### config.mk
export PLATFORM = sky130hd
export DESIGN_NAME = piw_ctrl
export DESIGN_NICKNAME = d
export VERILOG_FILES = /design/src/logic/piw_pkg.sv /design/src/logic/piw_ctrl.sv
export SDC_FILE = /design/constraint.sdc
export NUM_CORES = 1
export LEC_CHECK = 0
export ABC_CLOCK_PERIOD_IN_PS = 2650
export BUFFER_PORTS_ARGS = -buffer_cell sky130_fd_sc_hd__buf_2
export CAP_MARGIN = 40
export CORE_AREA = 4 4 109 111
export CTS_CLUSTER_DIAMETER = 100
export DETAILED_ROUTE_END_ITERATION = 6
export DIE_AREA = 0 0 113 115
export GPL_TIMING_DRIVEN = 0
export PLACE_DENSITY = 0.68
export SLEW_MARGIN = 20
export SYNTH_ARGS = -nofsm -noshare
export SYNTH_HDL_FRONTEND = slang
export SYNTH_SLANG_ARGS = --single-unit
### constraint.sdc
create_clock -name pclk -period 2.65 [get_ports pclk]
set_input_delay 0.53 -clock pclk [delete_from_list [all_inputs] [get_ports pclk]]
set_output_delay 0.53 -clock pclk [all_outputs]
set_load 0.02 [all_outputs]
### src/logic/piw_pkg.sv
// Constants, register map and carrier types of the pin interrupt and wake-up block.
// Assumes a 100 MHz APB clock and byte-wide registers in the low lanes.
// Contract
// - Falling edge on pin one sets its flag
// - Vectoring into service clears the edge flag
// - Trigger select one: level low or falling edge
// - Pin zero trigger select and edge flag
// - Falling edge on pin two sets its flag
// - Flag register: zero clears, one keeps
// - Enabled port1 pin change raises change flag
// - Idle exits only on fully enabled interrupt
// - Idle exit enters service routine at once
// - Power control bit one enters stop
// - Power control bit zero enters idle
// - Pin enables also enable stop wake-up
// - Port1 wake mask enables per-pin wake-up
// - After stop, next instruction before service
// - Stop wake interrupt needs enables and persistence
// - Pin zero sampled only after warm-up
// - Port1 change captured without clock sampling
// - Narrow pulse wakes but raises no interrupt
`default_nettype none

package piw_pkg;

	// ---------------------------------------------------------------
	// Register map
	// ---------------------------------------------------------------
	localparam logic [7:0] PIW_PWR_IDX  = 8'h87;
	localparam logic [7:0] PIW_TIMER_AND_EXT_INT_CONTROL_IDX = 8'h88;
	localparam logic [7:0] PIW_FLG_IDX  = 8'h95;
	localparam logic [7:0] PIW_EN_IDX   = 8'h40;
	localparam logic [7:0] PIW_WK_IDX   = 8'h41;
	localparam logic [7:0] PIW_ST_IDX   = 8'h42;

	// ---------------------------------------------------------------
	// Field positions
	// ---------------------------------------------------------------
	localparam int PIW_PWR_IDLE = 0;
	localparam int PIW_PWR_STOP = 1;
	localparam int PIW_T_IT0    = 0;
	localparam int PIW_T_IE0    = 1;
	localparam int PIW_T_IT1    = 2;
	localparam int PIW_T_IE1    = 3;
	localparam int PIW_F_P1     = 1;
	localparam int PIW_F_IE2    = 2;
	localparam int PIW_E_EX0    = 0;
	localparam int PIW_E_EX1    = 1;
	localparam int PIW_E_EX2    = 2;
	localparam int PIW_E_PORT1_CHANGE_IRQ_ENABLE   = 3;
	localparam int PIW_E_EA     = 4;
	localparam int PIW_E_OTHER  = 5;

	// ---------------------------------------------------------------
	// Reset values and timing
	// ---------------------------------------------------------------
	localparam logic [7:0] PIW_RST_BYTE  = 8'h00;
	localparam logic [7:0] PIW_PWR_MASK  = 8'h8F;
	localparam logic [7:0] PIW_FLG_MASK  = 8'h06;
	localparam int         PIW_CLK_MHZ   = 100;
	localparam int         PIW_WARM_US   = 1;
	localparam int         PIW_WARM_CYC  = PIW_WARM_US * PIW_CLK_MHZ;

	// ---------------------------------------------------------------
	// Types
	// ---------------------------------------------------------------
	typedef enum logic [1:0] {PIW_RUN, PIW_IDLE, PIW_STOP, PIW_WARM} piw_mode_e;

	typedef struct packed {
		logic [2:0] vec_ack;
		logic       p1_ack;
		logic       other_irq;
	} piw_core_s;

	typedef struct packed {
		logic       hold;
		logic       idle;
		logic       stop;
		logic       irq_req;
		logic [3:0] irq_src;
	} piw_stat_s;

endpackage

`default_nettype wire

### src/logic/piw_ctrl.sv
// Pin interrupt flags, trigger logic and idle/stop control with an APB slave.
// Assumes pins are asynchronous, core acknowledges are synchronous pulses.
//
// Implementation choice: the APB slave port.
`timescale 1ns/1ps
`default_nettype none

module piw_ctrl
	import piw_pkg::*;
#(
	parameter int WARM_CYC = PIW_WARM_CYC
)
(
	input  wire logic        pclk,
	input  wire logic        presetn,
	input  wire logic        psel,
	input  wire logic        penable,
	input  wire logic        pwrite,
	input  wire logic [11:0] paddr,
	input  wire logic [31:0] pwdata,
	output logic      [31:0] prdata,
	output logic             pready,
	output logic             pslverr,
	input  wire logic        ext_pin_zero,
	input  wire logic        ext_pin_one,
	input  wire logic        ext_pin_two,
	input  wire logic [7:0]  port1_pins,
	input  wire piw_core_s   core_in,
	output piw_stat_s        stat_out,
	output logic             clk_run
);

	// ---------------------------------------------------------------
	// Pin synchronisers
	// ---------------------------------------------------------------
	logic [10:0] s1_r;
	logic [10:0] s2_r;
	logic [10:0] s3_r;
	logic [10:0] pin_r;
	logic [10:0] raw;

	assign raw = {port1_pins, ext_pin_two, ext_pin_one, ext_pin_zero};

	always_ff @(posedge pclk or negedge presetn)
	begin
		if (!presetn)
		begin
			s1_r <= 11'h7FF;
			s2_r <= 11'h7FF;
			s3_r <= 11'h7FF;
		end
		else
		begin
			s1_r <= raw;
			s2_r <= s1_r;
			s3_r <= s2_r;
		end
	end

	// A change counts once the second and third stage agree.
	always_ff @(posedge pclk or negedge presetn)
	begin
		if (!presetn)
			pin_r <= 11'h7FF;
		else
			pin_r <= (s2_r & s3_r) | (pin_r & (s2_r ^ s3_r));
	end

	// ---------------------------------------------------------------
	// Registers
	// ---------------------------------------------------------------
	logic [7:0] pwr_r;
	logic [7:0] timer_and_ext_int_control_r;
	logic [7:0] flg_r;
	logic [7:0] en_r;
	logic [7:0] wk_r;
	piw_mode_e  mode_r;
	logic [15:0] warm_r;

	logic [7:0] idx;
	logic       wr;
	logic       sampling;
	logic       fall0;
	logic       fall1;
	logic       fall2;
	logic       p1_chg;
	logic [7:0] wd;

	assign idx      = paddr[9:2];
	assign wd       = pwdata[7:0];
	assign wr       = psel & penable & pwrite & (paddr[11:10] == 2'b00) & (paddr[1:0] == 2'b00);
	assign sampling = (mode_r == PIW_RUN) || (mode_r == PIW_IDLE);
	assign fall0    = sampling & pin_r[0] & ~(s2_r[0] & s3_r[0]) & ~s2_r[0] & ~s3_r[0];
	assign fall1    = sampling & pin_r[1] & ~s2_r[1] & ~s3_r[1];
	assign fall2    = sampling & pin_r[2] & ~s2_r[2] & ~s3_r[2];
	assign p1_chg   = |((pin_r[10:3] ^ raw[10:3]) & wk_r);

	always_ff @(posedge pclk or negedge presetn)
	begin
		if (!presetn)
			en_r <= PIW_RST_BYTE;
		else if (wr && idx == PIW_EN_IDX)
			en_r <= wd;
	end

	always_ff @(posedge pclk or negedge presetn)
	begin
		if (!presetn)
			wk_r <= PIW_RST_BYTE;
		else if (wr && idx == PIW_WK_IDX)
			wk_r <= wd;
	end

	// Edge flags: hardware set wins over clear.
	always_ff @(posedge pclk or negedge presetn)
	begin
		if (!presetn)
			timer_and_ext_int_control_r <= PIW_RST_BYTE;
		else
		begin
			if (wr && idx == PIW_TIMER_AND_EXT_INT_CONTROL_IDX)
				timer_and_ext_int_control_r <= wd;
			if (core_in.vec_ack[0] && timer_and_ext_int_control_r[PIW_T_IT0])
				timer_and_ext_int_control_r[PIW_T_IE0] <= 1'b0;
			if (core_in.vec_ack[1] && timer_and_ext_int_control_r[PIW_T_IT1])
				timer_and_ext_int_control_r[PIW_T_IE1] <= 1'b0;
			if (fall0)
				timer_and_ext_int_control_r[PIW_T_IE0] <= 1'b1;
			if (fall1)
				timer_and_ext_int_control_r[PIW_T_IE1] <= 1'b1;
		end
	end

	always_ff @(posedge pclk or negedge presetn)
	begin
		if (!presetn)
			flg_r <= PIW_RST_BYTE;
		else
		begin
			if (wr && idx == PIW_FLG_IDX)
				flg_r <= flg_r & wd & PIW_FLG_MASK;
			if (core_in.vec_ack[2])
				flg_r[PIW_F_IE2] <= 1'b0;
			if (core_in.p1_ack)
				flg_r[PIW_F_P1] <= 1'b0;
			if (fall2)
				flg_r[PIW_F_IE2] <= 1'b1;
			if (p1_chg && mode_r != PIW_STOP)
				flg_r[PIW_F_P1] <= 1'b1;
		end
	end

	// ---------------------------------------------------------------
	// Interrupt requests
	// ---------------------------------------------------------------
	logic       ea;
	logic [3:0] src;
	logic       any_irq;
	logic       lvl0;
	logic       lvl1;
	logic       stop_wake;
	logic       p1_wake_r;

	assign ea   = en_r[PIW_E_EA];
	assign lvl0 = timer_and_ext_int_control_r[PIW_T_IT0] ? timer_and_ext_int_control_r[PIW_T_IE0] : (sampling & ~pin_r[0]);
	assign lvl1 = timer_and_ext_int_control_r[PIW_T_IT1] ? timer_and_ext_int_control_r[PIW_T_IE1] : (sampling & ~pin_r[1]);
	assign src  = {flg_r[PIW_F_P1] & en_r[PIW_E_PORT1_CHANGE_IRQ_ENABLE], flg_r[PIW_F_IE2] & en_r[PIW_E_EX2],
		lvl1 & en_r[PIW_E_EX1], lvl0 & en_r[PIW_E_EX0]};
	assign any_irq = ea & ((|src) | core_in.other_irq);
	// Stop wake uses raw pins so a narrow pulse still wakes.
	assign stop_wake = (en_r[PIW_E_EX0] & ~raw[0]) | (en_r[PIW_E_EX1] & ~raw[1])
		| (en_r[PIW_E_EX2] & ~raw[2]) | p1_chg;

	// Port1 change seen during stop is remembered for the warm-up exit.
	always_ff @(posedge pclk or negedge presetn)
	begin
		if (!presetn)
			p1_wake_r <= 1'b0;
		else if (mode_r == PIW_STOP && p1_chg)
			p1_wake_r <= 1'b1;
		else if (mode_r == PIW_RUN)
			p1_wake_r <= 1'b0;
	end

	// ---------------------------------------------------------------
	// Power modes
	// ---------------------------------------------------------------
	always_ff @(posedge pclk or negedge presetn)
	begin
		if (!presetn)
			warm_r <= 16'h0000;
		else if (mode_r == PIW_WARM)
			warm_r <= warm_r + 16'h0001;
		else
			warm_r <= 16'h0000;
	end

	always_ff @(posedge pclk or negedge presetn)
	begin
		if (!presetn)
		begin
			mode_r <= PIW_RUN;
			pwr_r  <= PIW_RST_BYTE;
		end
		else
		begin
			if (wr && idx == PIW_PWR_IDX)
				pwr_r <= wd & PIW_PWR_MASK;
			unique case (mode_r)
				PIW_RUN:
				begin
					if (wr && idx == PIW_PWR_IDX && wd[PIW_PWR_STOP])
						mode_r <= PIW_STOP;
					else if (wr && idx == PIW_PWR_IDX && wd[PIW_PWR_IDLE])
						mode_r <= PIW_IDLE;
				end
				PIW_IDLE:
				begin
					if (any_irq)
					begin
						mode_r <= PIW_RUN;
						pwr_r[PIW_PWR_IDLE] <= 1'b0;
					end
				end
				PIW_STOP:
				begin
					if (stop_wake)
						mode_r <= PIW_WARM;
				end
				PIW_WARM:
				begin
					if (warm_r >= 16'(WARM_CYC - 1))
					begin
						mode_r <= PIW_RUN;
						pwr_r[PIW_PWR_STOP] <= 1'b0;
					end
				end
			endcase
		end
	end

	// Port1 source bit added to irq_src during warm-up for a stop wake by Port1.
	logic p1_late;
	assign p1_late = (mode_r == PIW_WARM) & p1_wake_r;

	// ---------------------------------------------------------------
	// Core outputs
	// ---------------------------------------------------------------
	always_ff @(posedge pclk or negedge presetn)
	begin
		if (!presetn)
			stat_out <= '0;
		else
		begin
			stat_out.hold    <= (mode_r != PIW_RUN) & ~(mode_r == PIW_IDLE & any_irq);
			stat_out.idle    <= (mode_r == PIW_IDLE);
			stat_out.stop    <= (mode_r == PIW_STOP) | (mode_r == PIW_WARM);
			// Irq not raised in stop or warm-up, so after stop the next instruction runs first.
			stat_out.irq_req <= any_irq & (mode_r != PIW_STOP) & (mode_r != PIW_WARM);
			stat_out.irq_src <= src | {p1_late & ea & en_r[PIW_E_PORT1_CHANGE_IRQ_ENABLE], 3'b000};
		end
	end

	assign clk_run = (mode_r != PIW_STOP);

	// ---------------------------------------------------------------
	// APB read
	// ---------------------------------------------------------------
	logic [7:0] rd;
	logic       hit;

	always_comb
	begin
		rd  = 8'h00;
		hit = 1'b1;
		unique case (idx)
			PIW_PWR_IDX:  rd = pwr_r;
			PIW_TIMER_AND_EXT_INT_CONTROL_IDX: rd = timer_and_ext_int_control_r;
			PIW_FLG_IDX:  rd = flg_r;
			PIW_EN_IDX:   rd = en_r;
			PIW_WK_IDX:   rd = wk_r;
			PIW_ST_IDX:   rd = {6'h00, mode_r};
			default:      hit = 1'b0;
		endcase
		if (paddr[11:10] != 2'b00 || paddr[1:0] != 2'b00)
			hit = 1'b0;
	end

	always_ff @(posedge pclk or negedge presetn)
	begin
		if (!presetn)
			prdata <= 32'h0000_0000;
		else if (psel && !penable && !pwrite)
			prdata <= {24'h00_0000, rd};
	end

	assign pready  = 1'b1;
	assign pslverr = psel & penable & ~hit;

endmodule

`default_nettype wire

Word-level counts from Yosys, hierarchy flattened:

Index checks and enable logic that the tools add are counted.

* reduce and logical (&&, ||, !) cells: 32
* bitwise logic cells: 60
* mux-type cells: 29
* add/sub/neg operators: 1
* magnitude comparators: 1
* equal/unequal tests: 15

Operator list (count)
* 8-bit one-hot mux with 6 select lines: 1
* 1-bit bitwise AND: 33
* 8-bit by 7-bit == test with 1-bit output, second input constant: 3
* 8-bit == test, second input constant: 3
* 11-bit bitwise AND: 2
* 1-bit 2-to-1 mux: 18
* 16-bit by 1-bit adder with 16-bit output, second input constant: 1
* 16-bit by 7-bit >= comparator with 1-bit output, second input constant: 1
* 16-bit 2-to-1 mux: 1
* 1-bit inverter: 14
* 1-bit logical AND: 13
* 2-bit 2-to-1 mux: 6
* 3-bit nonzero test: 4
* 11-bit bitwise OR: 1
* 11-bit bitwise XOR: 1
* 8-bit bitwise AND: 1
* 2-bit != test, second input constant: 4
* 2-bit one-hot mux with 4 select lines: 1
* 2-bit nonzero test: 4
* 8-bit OR reduction: 1
* 8-bit bitwise XOR: 1
* 2-bit logical NOT: 3
* 6-bit OR reduction: 1
* 1-bit bitwise OR: 5
* 12 further kinds: 15

* flip-flop bits (word level): 110
* bits of input ports: 65
* word-level logic and storage cells: 160
* output and inout bits: 43

Depth between registers and ports, before layout:

* depth after elaboration: 11
* mapped depth: 7
* depth with buffers taken out: 6

Least setup slack after synthesis:

No wires, ideal clock.

* path kind: input-to-reg
* start point: input paddr[11]
* end point: register timer_and_ext_int_control_r[1]
* library setup time: 0.121 ns
* required time: 2.529 ns
* stages: 6
* slack: 0.463 ns
* path buffers: 1
* arrival: 2.066 ns
* cell sequence: or4_4 nor2_4 and3_1 buf_4 mux2_2 a22o_1

* longest elaborated chain between the ends: 5

RTL lines
* start, declared: line piw_ctrl.sv:19 `input wire logic [11:0] paddr,`
* 2-bit logical NOT: line piw_ctrl.sv:91 `assign wr = psel & penable & pwrite & (paddr[11:10] == 2'b00) & (paddr[1:0] == 2'b00);`
* 1-bit bitwise AND (2 in a row): line piw_ctrl.sv:91
* 1-bit logical AND: line piw_ctrl.sv:121 `if (wr && idx == PIW_TIMER_AND_EXT_INT_CONTROL_IDX)`
* 3-bit nonzero test (no line)
* end signal, assigned: line piw_ctrl.sv:122 `timer_and_ext_int_control_r <= wd;`
* end, declared: line piw_ctrl.sv:73 `logic [7:0] timer_and_ext_int_control_r;`

Every way passes these cells.
A chain may end at the register's enable or synchronous reset.

Worst setup path after layout:

* start point: input paddr[8]
* end point: output pslverr

* longest elaborated chain between the ends: 6
* elaborated cells on any way between the ends: 11
* those cells by class: 6 x eq/ne; 2 x mux; 2 x bitwise; 1 x reduce/logical

RTL lines
* 8-bit by 7-bit == test with 1-bit output or 8-bit == test (tied branches): line piw_ctrl.sv:276 `unique case (idx)`
* 6-bit OR reduction (no line) *
* 1-bit 2-to-1 mux *: line piw_ctrl.sv:276
* 1-bit 2-to-1 mux *: line piw_ctrl.sv:285 `if (paddr[11:10] != 2'b00 || paddr[1:0] != 2'b00)`
* 1-bit inverter *: line piw_ctrl.sv:298 `assign pslverr = psel & penable & ~hit;`
* 1-bit bitwise AND *: line piw_ctrl.sv:298
* end, declared: line piw_ctrl.sv:23 `output logic pslverr,`

Mark *: on every way between the ends. The rest lies on a longest branch, timed or not.

==> results by group <==
Pwr
  – Power per Cell Area: 581 nW/um^2
  – Net Sw Power: 0.886 mW
  – Pint: 2.40 mW
  – Comb pwr share: 10.5%
  – Sequential group share of total power: 56.9%
  – Maximum vdd drop: 0.390 mV
  – Switching Fraction: 27.0%
  – Clock group share of total power: 32.7%
  – Static leakage: 2.72 nW

Placement
  – RePlAce Congestion: 0.847
  – Hpwl dp: 7510 um
  – I/O Buffers: 57
  – Cell Area, Placed: 5440 um^2

Timing
  – Final setup viols: 0
  – Worst hold slack: 19.4 ps
  – Worst Tran Pin Value: 807 ps
  – Final Cycle Share: 95.1%
  – Min Tclk post-route: 2520 ps
  – Clk_skew: 6.62 ps
  – Final slew viol count: 0
  – Worst slew margin: 46.1%
  – RSZ-0062 raised after global routing: false
  – Setup TNS: 0 ps
  – Fmax: 0.397 GHz
  – Hold Vio Cnt, Final: 0

Synth
  – Count of cell types in the netlist: 54
  – Top-count cell post-synth: dfrtp_1
  – Post-synth top cells: 66 x dfrtp_1, 44 x dfstp_2, 36 x nor2_1
  – Sequential share of the synthesized area: 57.7%
  – Ys async rst share: 100%
  – Seq cells post-synth: 110
  – Top cells by area, synth: dfrtp_1 34%, dfstp_2 24%, mux2_2 6.7%, buf_4 4.0%, ha_1 3.1%
  – Synth warn: 0
  – Synthesized area: 4860 um^2
  – Prevailing post-synth register cell: dfrtp_1
  – Mean area per synthesized cell: 12.2 um^2
  – Mapped Cells: 399
  – Post-synth EDFFs: 0
  – Post-synth top area share: 34.0%
  – Largest area contributor in the netlist: dfrtp_1

Final layout
  – Area grow syn2layout: 16.2%
  – ANT cells: 0
  – Final Cell Area: 5650 um^2
  – Layout Nets: 567
  – Share of layout cells above drive strength 1: 37.0%

Critical path
  – Critical path data arrival time: 1990 ps
  – Worst path bufs/invs: 2
  – R2r endpoint: mode_r[0]
  – Cell family with most CP delay: simple AND/OR/NAND/NOR gates
  – CP max stage delay: 490 ps
  – Reg2Reg Setup Slack: 600 ps
  – CP Class: input port to output pin
  – CP required: 2120 ps
  – Reg2Reg Depth: 6
  – RR Startpoint: warm_r[0]
  – Sequence of cells on the critical path: buf_2, nor4b_4, and2_2, a21oi_1, o22ai_1, a21oi_1, buf_2
  – Startpoint Class: input port
  – CP endpoint kind: output pin
  – Max Fanout on Critical Path: 8
  – CP max stage cell: nor4b_4

Floorplanning
  – Chip height: 115 um
  – Num rows: 38
  – Die width: 113 um
  – Initial Utilization: 45.1%
  – I/O pin total: 108
  – CORE AREA: 10,800 um^2
  – Die ar.: 13,000 um^2

Worst hold path
  – Worst min path class: input port to asynchronous set/reset pin

Route
  – DR vias/cell: 5.10
  – Avg WL per Cell: 16.1 um
  – # DRC: 0
  – DR iter-0 viols: 192
  – Via count: 3,238
  – Routed wire length: 10,200 um
  – Post-route antenna net violation count: 0
  – First-pass DRT Iterations: 5

Run
  – MaxCap Viol Count: 0

Global route
  – Total track usage: 16.2%
  – Vias in the first global route: 3,239
  – First-pass GRT wire length: 16,600 um
  – Total grt overflow: 0
  – Initial antenna violation count: 0
  – Largest net degree at the start of global routing: 81

Clock network
  – H-tree depth: 3
  – CTS sink cnt: 110
  – Skew-Pair Late Insertion Delay: 380 ps
  – CTS buffer count: 9
  – Clk buf depth: 2
  – CTS root buffer: clkbuf_8
  – CTS tree: done
  – Clock slew at reported path FFs: 100 ps
  – Post-CTS setup buffer count: 0

Outcome
  – Run status: finished clean
area by class of cell:
| class | instances | area [um^2] |
|---|---|---|
| fillers | 939 | 5140 |
| flip-flops and latches | 110 | 2810 |
| multi-input cells | 267 | 1870 |
| repair buffers | 58 | 319 |
| plain buffers | 34 | 234 |
| well taps | 140 | 175 |
| clock buffers | 9 | 124 |
| clock inverters | 7 | 88.8 |
| inverters | 10 | 37.5 |
through the flow:
step / total power [mW] / util, % / std cells / setup WS [ps]
after floorplan: 2.09 / - / 422 / 463
after global placement: 2.22 / 50.1 / 619 / -108
after detailed placement: 2.25 / 50.4 / 620 / 123
after CTS: 3.33 / 52.4 / 636 / 119
after global routing: 3.44 / 52.4 / 635 / 65.8
final: 3.28 / 52.4 / 635 / 129
power by group through the flow:
stage | Sequential (mW) | Clock, mW | Combinational, mW
detailed placement | 1.90 | 0 | 0.347
finish | 1.87 | 1.07 | 0.344
floorplan | 1.90 | 0 | 0.189
CTS | 1.87 | 1.11 | 0.349
global placement | 1.89 | 0 | 0.332
global route | 1.88 | 1.17 | 0.384
cells in the final DEF (no fill, tap or decap), drive strengths merged, types with 8 or more instances in the layout:
| cell type | n |
|---|---|
| mux2 | 29 |
| xor2 | 15 |
| nor2 | 37 |
| inv | 13 |
| a21oi | 13 |
| a21o | 11 |
| nand3 | 15 |
| a22oi | 9 |
| dfstp | 44 |
| ha | 12 |
| clkbuf | 15 |
| conb | 25 |
| nand2 | 15 |
| buf | 86 |
| dfrtp | 66 |
| a22o | 8 |
| o21ai | 9 |
how the worst max path moves through the flow:
stage               from                        endpoint  slack [ps]  cells past startpoint
6_report        paddr[8]                         pslverr         130                      7
5_1_grt         paddr[7]                         pslverr          70                      7
4_1_cts         paddr[3]                         pslverr         120                      8
3_5_place_dp    paddr[3]                         pslverr         120                      8
3_3_place_gp     presetn                       prdata[5]        -110                      1
2_1_floorplan  paddr[11]  timer_and_ext_int_control_r[1]         460                      6
flip-flops by register name (all words and copies together), names as in the netlist:
register                     cells
wk_r                             8
en_r                             8
s2_r                            11
pin_r                           11
mode_r                           2
p1_wake_r                        1
pwr_r                            5
stat_out                         8
warm_r                          16
prdata                           8
flg_r                            2
timer_and_ext_int_control_r      8
s1_r                            11
s3_r                            11
logic make-up (layout without fill, tap and decap cells):
kind of cell               count (synthesis)  count (layout)  synth area share (%)
other                                      2              25                 0.154
DFF                                      110             110                  57.7
AOI/OAI and AO/OA                         71              71                  10.3
buffers and inverters                     45             118                  5.66
adders and majority gates                 12              12                  3.09
and+or+nand+nor                          106             106                  11.9
xor gates and xnor gates                  20              20                  3.60
muxes                                     33              33                  7.54
worst reg2reg max path, delay by kind of cell (launching register included):
family                   cells  cell delay [ps]
AND/OR/NAND/NOR              2              730
AO/OA/AOI/OAI                3              500
flip-flops                   1              440
adder cells (fa/ha/maj)      1              270
timing repair:
action                                  in CTS  in global routing
endpoints found under the setup margin       0                  1
endpoints found under the hold margin        0                  0
resized for setup                            0                  0
hold buffers                                 0                  0
routing by layer:
layer | up-vias | GRT usage (%) | wire length, um
met5 | - | 0 | 0
met4 | 0 | 4.81 | 136
met3 | 12 | 3.21 | 535
met2 | 89 | 26.0 | 4780
met1 | 1586 | 22.6 | 4760
li1 | 1551 | - | -
(Power assumes the default switching activity.)
